$ cat config.mk
export PLATFORM = sky130hd
export DESIGN_NAME = pcasr_top
export DESIGN_NICKNAME = d
export VERILOG_FILES = /design/src/common/pcasr_pkg.sv /design/src/core/pcasr_top.sv
export SDC_FILE = /design/constraint.sdc
export NUM_CORES = 1
export LEC_CHECK = 0
export BUFFER_PORTS_ARGS = -buffer_cell sky130_fd_sc_hd__buf_2
export CORE_MARGIN = 1.5
export CORE_UTILIZATION = 30
export DETAILED_ROUTE_END_ITERATION = 12
export PLACE_DENSITY = 0.44
export SLEW_MARGIN = 5
export SYNTH_ARGS = -nofsm -noshare
export SYNTH_HDL_FRONTEND = slang
export SYNTH_SLANG_ARGS = --single-unit
$ cat constraint.sdc
create_clock -name clock_i -period 7.5 [get_ports clock_i]
set_input_delay 0.75 -clock clock_i [delete_from_list [all_inputs] [get_ports clock_i]]
set_output_delay 0.75 -clock clock_i [all_outputs]
set_load 0.05 [all_outputs]
$ cat src/common/pcasr_pkg.sv
// Summary of operation
// - Mode pin low makes the block the serial clock master.
// - Master clock starts after a conversion, giving exactly 24 falling/rising edges.
// - Data/ready line rests high, goes low when a new result exists.
// - Data changes after a falling clock edge, sampled on the next rising.
// - Master clock holds high after the 24th bit until the next result.
// - After the word, data/ready returns high until another result exists.
// - Converts while select low; clock and data lines released when select high.
// - Pair select low converts pair one, high converts pair two.
// - After a pair change no result is offered until settling passes.
// - Range low gives gain 16, range high gives gain 1.
// - Results are 24-bit offset binary, midscale code at zero input.
// - Code equals two to 23 times one plus scaled input.
// - Converter clock is the crystal rate multiplied up to 4.194304 MHz.
// - Modulator samples at the crystal rate.
// - Result rate is crystal rate over 69 times 8 times 3.
// - Settling time is two result periods.
// - Select high aborts, stands by, drops the result; low restarts.
// - Data/ready goes high before the output register is updated.
package pcasr_pkg;
    localparam int RES_W = 24;
    localparam int FIFO_DEPTH = 16;
    localparam int CLK_HZ = 40000000;
    localparam int XTAL_HZ = 32768;
    localparam int PLL_HZ = 4194304;
    localparam int PLL_MULT = PLL_HZ / XTAL_HZ;
    localparam int DEC_A = 69;
    localparam int DEC_B = 8;
    localparam int DEC_C = 3;
    localparam int CONV_DIV = DEC_A * DEC_B * DEC_C;
    localparam int CONV_CYC_DEF =
        int'(longint'(CLK_HZ) * longint'(CONV_DIV) / longint'(XTAL_HZ));
    localparam int MOD_CYC = CLK_HZ / XTAL_HZ;
    localparam int LOCK_NS = 100000;
    localparam int LOCK_CYC = int'(longint'(LOCK_NS) * CLK_HZ / 1000000000);
    localparam int SCLK_HALF_NS = 2000;
    localparam int HALF_CYC =
        int'(longint'(SCLK_HALF_NS) * CLK_HZ / 1000000000);
    localparam logic [1:0] SETTLE_PERIODS = 2'h2;
    localparam logic [4:0] GAIN_NARROW = 5'h10;
    localparam logic [4:0] GAIN_WIDE = 5'h01;
    localparam logic [4:0] LAST_BIT = 5'h17;
    localparam int MOD_W = 11;
    localparam int LOCK_W = 12;
    localparam int HALF_W = 7;

    typedef struct packed {
        logic pair_two;
        logic range_wide;
    } pcasr_cfg_t;

    typedef enum logic [2:0] {
        ST_OFF, ST_LOCK, ST_CONV, ST_UPD, ST_RDY, ST_SHIFT
    } pcasr_state_t;
endpackage

$ cat src/core/pcasr_top.sv
`timescale 1ns/1ps
module pcasr_fifo #(
    parameter int W = 24,
    parameter int DEPTH = 16
) (
    input wire logic clock_i,
    input wire logic nrst_i,
    // Fill side
    input wire logic in_valid_i,
    output logic in_ready_o,
    input wire logic [W-1:0] in_data_i,
    // Drain side
    output logic out_valid_o,
    input wire logic out_ready_i,
    output logic [W-1:0] out_data_o
);
    localparam int AW = $clog2(DEPTH);
    logic [W-1:0] mem_ff [DEPTH];
    logic [AW:0] wp_ff, rp_ff, nxt_wp, nxt_rp;
    logic push, pop;

    always_comb begin
        in_ready_o = (wp_ff - rp_ff) != (AW+1)'(DEPTH);
        out_valid_o = wp_ff != rp_ff;
        out_data_o = mem_ff[rp_ff[AW-1:0]];
        push = in_valid_i & in_ready_o;
        pop = out_valid_o & out_ready_i;
        nxt_wp = push ? wp_ff + 1'b1 : wp_ff;
        nxt_rp = pop ? rp_ff + 1'b1 : rp_ff;
    end

    always_ff @(posedge clock_i) begin
        if (!nrst_i) begin
            wp_ff <= '0;
            rp_ff <= '0;
        end else begin
            wp_ff <= nxt_wp;
            rp_ff <= nxt_rp;
        end
        if (push) begin
            mem_ff[wp_ff[AW-1:0]] <= in_data_i;
        end
    end
endmodule

module pcasr_top
    import pcasr_pkg::*;
#(
    parameter int CONV_CYC = CONV_CYC_DEF,
    parameter int CNT_W = 21,
    parameter int DEPTH = FIFO_DEPTH
) (
    input wire logic clock_i,
    input wire logic nrst_i,
    // Configuration pins
    input wire logic cs_n_i,
    input wire logic mode_slave_i,
    input wire logic input_pair_select_i,
    input wire logic range_i,
    // Serial clock pin
    input wire logic sclk_i,
    output logic sclk_o,
    output logic sclk_oe_o,
    // Data out / ready pin
    output logic dout_rdy_o,
    output logic dout_rdy_oe_o,
    // Filtered samples, signed
    input wire logic sample_valid_i,
    output logic sample_ready_o,
    input wire logic [RES_W-1:0] sample_data_i,
    // Analog front-end controls
    output logic input_pair_two_o,
    output logic [4:0] gain_amplifier_o,
    output logic mod_strobe_o,
    output logic pll_locked_o
);
    // Offset binary from two's complement
    function automatic logic [RES_W-1:0] to_offset(
        input logic [RES_W-1:0] s);
        return {~s[RES_W-1], s[RES_W-2:0]};
    endfunction

    // Pin synchronisers: cs, mode, pair, range, sclk
    logic [4:0] sync1_ff, sync2_ff;
    logic sclk_d_ff;
    always_ff @(posedge clock_i) begin
        if (!nrst_i) begin
            sync1_ff <= 5'h1D;
            sync2_ff <= 5'h1D;
            sclk_d_ff <= 1'b1;
        end else begin
            sync1_ff <= {cs_n_i, mode_slave_i, input_pair_select_i,
                         range_i, sclk_i};
            sync2_ff <= sync1_ff;
            sclk_d_ff <= sync2_ff[0];
        end
    end

    logic cs_n, slave;
    pcasr_cfg_t cfg;
    always_comb begin
        cs_n = sync2_ff[4];
        slave = sync2_ff[3];
        cfg.pair_two = sync2_ff[2];
        cfg.range_wide = sync2_ff[1];
    end

    logic fifo_valid, fifo_pop;
    logic [RES_W-1:0] fifo_data;
    pcasr_fifo #(.W(RES_W), .DEPTH(DEPTH)) u_fifo (
        .clock_i(clock_i),
        .nrst_i(nrst_i),
        .in_valid_i(sample_valid_i),
        .in_ready_o(sample_ready_o),
        .in_data_i(sample_data_i),
        .out_valid_o(fifo_valid),
        .out_ready_i(fifo_pop),
        .out_data_o(fifo_data)
    );

    pcasr_state_t st_ff, nxt_st;
    pcasr_cfg_t cfg_ff, nxt_cfg;
    logic [CNT_W-1:0] conv_ff, nxt_conv;
    logic [MOD_W-1:0] mod_ff, nxt_mod;
    logic [LOCK_W-1:0] lock_ff, nxt_lock;
    logic [HALF_W-1:0] half_ff, nxt_half;
    logic [4:0] bit_ff, nxt_bit;
    logic [RES_W-1:0] shreg_ff, nxt_shreg;
    logic [1:0] settle_ff, nxt_settle;
    logic dout_ff, nxt_dout, sclk_ff, nxt_sclk, strobe_ff, nxt_strobe;
    logic active, conv_done, fall_ev, rise_ev, half_done;

    always_comb begin
        nxt_st = st_ff;
        nxt_cfg = cfg;
        nxt_conv = conv_ff;
        nxt_mod = mod_ff;
        nxt_lock = lock_ff;
        nxt_half = half_ff;
        nxt_bit = bit_ff;
        nxt_shreg = shreg_ff;
        nxt_settle = settle_ff;
        nxt_dout = dout_ff;
        nxt_sclk = sclk_ff;
        nxt_strobe = 1'b0;
        fifo_pop = 1'b0;
        active = st_ff != ST_OFF && st_ff != ST_LOCK;
        conv_done = conv_ff == CNT_W'(CONV_CYC - 1);
        half_done = half_ff == HALF_W'(HALF_CYC - 1);
        // Edge events, master from own timer, slave from host clock
        if (!slave) begin
            fall_ev = half_done && sclk_ff && st_ff == ST_RDY ||
                      half_done && sclk_ff && st_ff == ST_SHIFT;
            rise_ev = half_done && !sclk_ff && st_ff == ST_SHIFT;
        end else begin
            fall_ev = sclk_d_ff && !sync2_ff[0] &&
                      (st_ff == ST_RDY || st_ff == ST_SHIFT);
            rise_ev = !sclk_d_ff && sync2_ff[0] && st_ff == ST_SHIFT;
        end
        if (cs_n) begin
            nxt_st = ST_OFF;
            nxt_dout = 1'b1;
            nxt_sclk = 1'b1;
            nxt_shreg = '0;
            nxt_settle = SETTLE_PERIODS;
        end else begin
            if (active) begin
                nxt_conv = conv_done ? '0 : conv_ff + 1'b1;
                // Modulator runs at the crystal rate
                nxt_mod = mod_ff == MOD_W'(MOD_CYC - 1) ? '0 :
                          mod_ff + 1'b1;
                nxt_strobe = mod_ff == MOD_W'(MOD_CYC - 1);
            end
            case (st_ff)
                ST_OFF: begin
                    nxt_st = ST_LOCK;
                    nxt_lock = '0;
                end
                ST_LOCK: begin
                    nxt_lock = lock_ff + 1'b1;
                    if (lock_ff == LOCK_W'(LOCK_CYC - 1)) begin
                        nxt_st = ST_CONV;
                        nxt_conv = '0;
                        nxt_mod = '0;
                    end
                end
                ST_UPD: begin
                    fifo_pop = 1'b1;
                    nxt_shreg = to_offset(fifo_data);
                    nxt_dout = 1'b0;
                    nxt_st = ST_RDY;
                    nxt_bit = '0;
                    nxt_half = '0;
                end
                ST_RDY, ST_SHIFT: begin
                    nxt_half = half_done ? '0 : half_ff + 1'b1;
                    if (fall_ev) begin
                        nxt_dout = shreg_ff[RES_W-1];
                        nxt_shreg = {shreg_ff[RES_W-2:0], 1'b0};
                        nxt_st = ST_SHIFT;
                        nxt_sclk = slave ? sclk_ff : 1'b0;
                    end else if (rise_ev) begin
                        nxt_sclk = 1'b1;
                        nxt_bit = bit_ff + 1'b1;
                        if (bit_ff == LAST_BIT) begin
                            // Last bit stays through the rising edge
                            nxt_st = ST_CONV;
                        end
                    end
                end
                ST_CONV: begin
                    // Ready returns high a clock after the last rise
                    nxt_dout = 1'b1;
                end
                default: begin
                end
            endcase
            if (active && conv_done) begin
                if (settle_ff != 2'h0) begin
                    nxt_settle = settle_ff - 1'b1;
                    fifo_pop = fifo_valid;
                end else if (fifo_valid) begin
                    // Ready high first, register loads next cycle
                    nxt_st = ST_UPD;
                    nxt_dout = 1'b1;
                    nxt_sclk = 1'b1;
                end
            end
            if (active && cfg != cfg_ff &&
                cfg.pair_two != cfg_ff.pair_two) begin
                nxt_settle = SETTLE_PERIODS;
                nxt_conv = '0;
            end
        end
    end

    always_ff @(posedge clock_i) begin
        if (!nrst_i) begin
            st_ff <= ST_OFF;
            cfg_ff <= '0;
            conv_ff <= '0;
            mod_ff <= '0;
            lock_ff <= '0;
            half_ff <= '0;
            bit_ff <= '0;
            shreg_ff <= '0;
            settle_ff <= SETTLE_PERIODS;
            dout_ff <= 1'b1;
            sclk_ff <= 1'b1;
            strobe_ff <= 1'b0;
        end else begin
            st_ff <= nxt_st;
            cfg_ff <= nxt_cfg;
            conv_ff <= nxt_conv;
            mod_ff <= nxt_mod;
            lock_ff <= nxt_lock;
            half_ff <= nxt_half;
            bit_ff <= nxt_bit;
            shreg_ff <= nxt_shreg;
            settle_ff <= nxt_settle;
            dout_ff <= nxt_dout;
            sclk_ff <= nxt_sclk;
            strobe_ff <= nxt_strobe;
        end
    end

    always_comb begin
        dout_rdy_o = dout_ff;
        sclk_o = sclk_ff;
        dout_rdy_oe_o = !cs_n;
        sclk_oe_o = !cs_n && !slave;
        input_pair_two_o = cfg_ff.pair_two;
        gain_amplifier_o = cfg_ff.range_wide ? GAIN_WIDE
                                             : GAIN_NARROW;
        mod_strobe_o = strobe_ff;
        pll_locked_o = active;
    end
endmodule

==> impl_metrics.csv <==
group,metric,value,unit
global_route,grt_max_degree,54,
logic_synthesis,synth_seq_area_share,69.3,%
die,die_area,68100,µm²
worst_setup_path,reg2reg_depth,7,
placement,post-place-cells,2077,
die,core_area,65700,µm²
clocking,clkLatencyLatePin,0.62,ns
logic_synthesis,syn_avg_cell_area,16.5,µm²
timing,maxSlewViolCount,0,
die,initial_utilization,30.4,%
clocking,cts_setup_buffers,0,
global_route,grtUsageMet2,24.9,%
worst_setup_path,arrival,2.77,ns
global_route,grt_pass1_wl,73.1,mm
logic_synthesis,yosysWarningCount,0,
global_route,track_usage,14.6,%
route,ant_nets,0,
timing,clock.fmax,0.284,GHz
power,powerDensity,255,nW/µm²
clocking,cts_max_level,2,
global_route,antenna_found_initial,3,
global_route,gr-usage-met3,2.42,%
logic_synthesis,synth_cell_types,69,
global_route,grt_pass1_vias,11100,
placement,portBuffers,41,
die,die_y,261,µm
die,io_pins,45,
route,num_vias,10800,
power,p_leak,7.28,nW
min_path,worstHoldPathType,"in2reg",
die,die_w,261,µm
die,rows,94,
layout,drive_gt1_share,21.8,%
route,dr.pass1.iters,5,
logic_synthesis,ys_ff_latch,499,
worst_setup_path,critPathMaxFanout,4,
clocking,clockBufferDepth,3,
timing,setup_viol,0,
timing,finalHoldViolations,0,
layout,final_cell_count_no_fill,2180,
clocking,clockRootBuffer,"clkbuf_16",
worst_setup_path,path_class,"reg2out",
logic_synthesis,synth-edff-count,384,
route,totalWireLength,48.6,mm
outcome,status,"completed",
logic_synthesis,netlist_area,20000,µm²
logic_synthesis,synth_ff_type,"edfxtp_1",
timing,min_period_over_period,46.9,%
route,wl_per_cell,22.3,µm
clocking,clkTransAtPathRegs,0.06,ns
placement,place_congestion,0.727,
timing,setup_tns,0,ns
clocking,post_cts_resized,0,
layout,final_common_cell,"edfxtp_1",
timing,rsz0062_at_grt,"false",
clocking,cts_tree,"built",
timing,skew,0.0382,ns
route,drc,0,
worst_setup_path,critPathCaptureType,"primary output",
layout,final_cell_mix,"edfxtp_1 (384), dfxtp_1 (113), mux4_2 (110), nor2_1 (69), nand2_1 (56)",
route,drt_iter0_markers,711,
power,peakVddDrop,0.169,mV
clocking,cts_sinks,499,
logic_synthesis,synthCells,1212,
clocking,cts_buffers,54,
worst_setup_path,critPathLaunchType,"flip-flop",
timing,relSlewSlack,30.2,%
global_route,busiest_layer,"met2",
job,maxCapViolations,0,
layout,syn_to_final_growth,15.0,%
global_route,grt_remaining_overflow,0,
min_path,hold_depth,2,
layout,nNetsFinal,1318,
worst_setup_path,required,6.75,ns
logic_synthesis,async_flop_share,0,%
global_route,use_met1,19.1,%
route,vias_per_cell,4.94,
timing,tightest_slew,1.05,ns
layout,fillers,6264,
clocking,cts_hold_buf,0,
worst_setup_path,rrSetupSlack,4.25,ns
power,total_power,5.86,mW
placement,dp_hpwl,26.2,mm
timing,timing.final.crit_period,3.52,ns
[cell families after synthesis]
group | count (synthesis) | synth area share (%)
AOI/OAI and AO/OA | 159 | 5.22
xor gates and xnor gates | 32 | 1.40
and+or+nand+nor | 296 | 7.85
muxes | 129 | 13.4
DFF | 499 | 69.3
buffers and inverters | 79 | 1.75
other | 1 | 0.0188
adders and majority gates | 17 | 1.07
[synth_stat cells, types with 5 or more instances]
cell type	number	area (µm²)
a21oi_1	48	240
a22o_1	20	175
a2bb2oi_1	8	70.1
a31oi_1	10	62.6
and2_1	8	50.1
and3_1	21	131
and4_1	5	43.8
buf_2	13	65.1
buf_4	7	52.6
clkbuf_1	34	128
dfxtp_1	115	2300
edfxtp_1	384	11500
ha_1	17	213
inv_1	21	78.8
mux2i_1	17	170
mux4_2	110	2480
nand2_1	56	210
nand2b_1	11	68.8
nand3_1	27	135
nand4_1	17	106
nor2_1	70	263
nor2b_1	10	62.6
nor3_1	23	115
o21ai_0	38	190
o31ai_1	7	52.6
or2_2	6	37.5
or3_1	13	81.3
xnor2_1	8	70.1
xor2_1	24	210
[final cells by class]
class | instances | area (µm²) | area share (%)
antenna | 2 | 5.00 | 0.0218
clock buffer | 67 | 1400 | 6.10
clock inverter | 34 | 399 | 1.74
inverter | 21 | 78.8 | 0.343
multi-input combinational | 636 | 5820 | 25.4
sequential | 499 | 13800 | 60.3
tap | 864 | 1080 | 4.71
timing repair buffer | 57 | 325 | 1.42
[worst max-delay path, stage by stage, from the launching register on]
cell and delay (ns):
dfxtp_1 0.37, inv_1 0.06, ha_1 0.32, nor2b_1 0.18, a2111oi_0 0.42, o2111ai_1 0.23
or3_1 0.37, buf_2 0.23
[metal layers]
metal  part of all wire (%)  vias up
met5                  0.027        -
met4                    2.3        2
met3                    3.6       76
met2                     49      189
met1                     45     5596
li1                       -     4913
[power breakdown]
| group | internal (mW) | switching [mW] |
|---|---|---|
| combinational | 0.0458 | 0.100 |
| sequential | 3.01 | 0.0101 |
| clock | 1.57 | 1.12 |
[registers in the layout, indices dropped and copies added (netlist names), 2 cells and up, named ones only]
| register | flops |
|---|---|
| u_fifo.mem_ff | 384 |
| shreg_ff | 24 |
| conv_ff | 21 |
| lock_ff | 12 |
| mod_ff | 11 |
| half_ff | 7 |
| bit_ff | 5 |
| sync1_ff | 5 |
| sync2_ff | 5 |
| u_fifo.rp_ff | 5 |
| u_fifo.wp_ff | 5 |
| st_ff | 3 |
| settle_ff | 2 |
[metrics by stage]
step	worst slack [ns]	util, %	hold WS, ns	instance area (µm²)
6_report	3.98	34.9	0.333	22900
5_1_grt	3.87	34.9	0.307	22900
4_1_cts	3.97	34.9	0.288	22900
3_5_place_dp	4.17	32.2	0.396	21100
3_3_place_gp	4.19	32.2	0.398	21100
2_1_floorplan	3.83	-	0.386	20000
[worst paths after layout]
kind                           startpoint                              to
max          u_fifo.rp_ff[1]$_SDFFE_PN0P_                  sample_ready_o
min                   input_pair_select_i          sync1_ff[2]$_SDFF_PN1_
max reg2reg  u_fifo.rp_ff[1]$_SDFFE_PN0P_  u_fifo.mem_ff[5][11]$_DFFE_PP_
min reg2reg        sync1_ff[4]$_SDFF_PN1_          sync2_ff[4]$_SDFF_PN1_
Power figures use the tool's default switching activity.
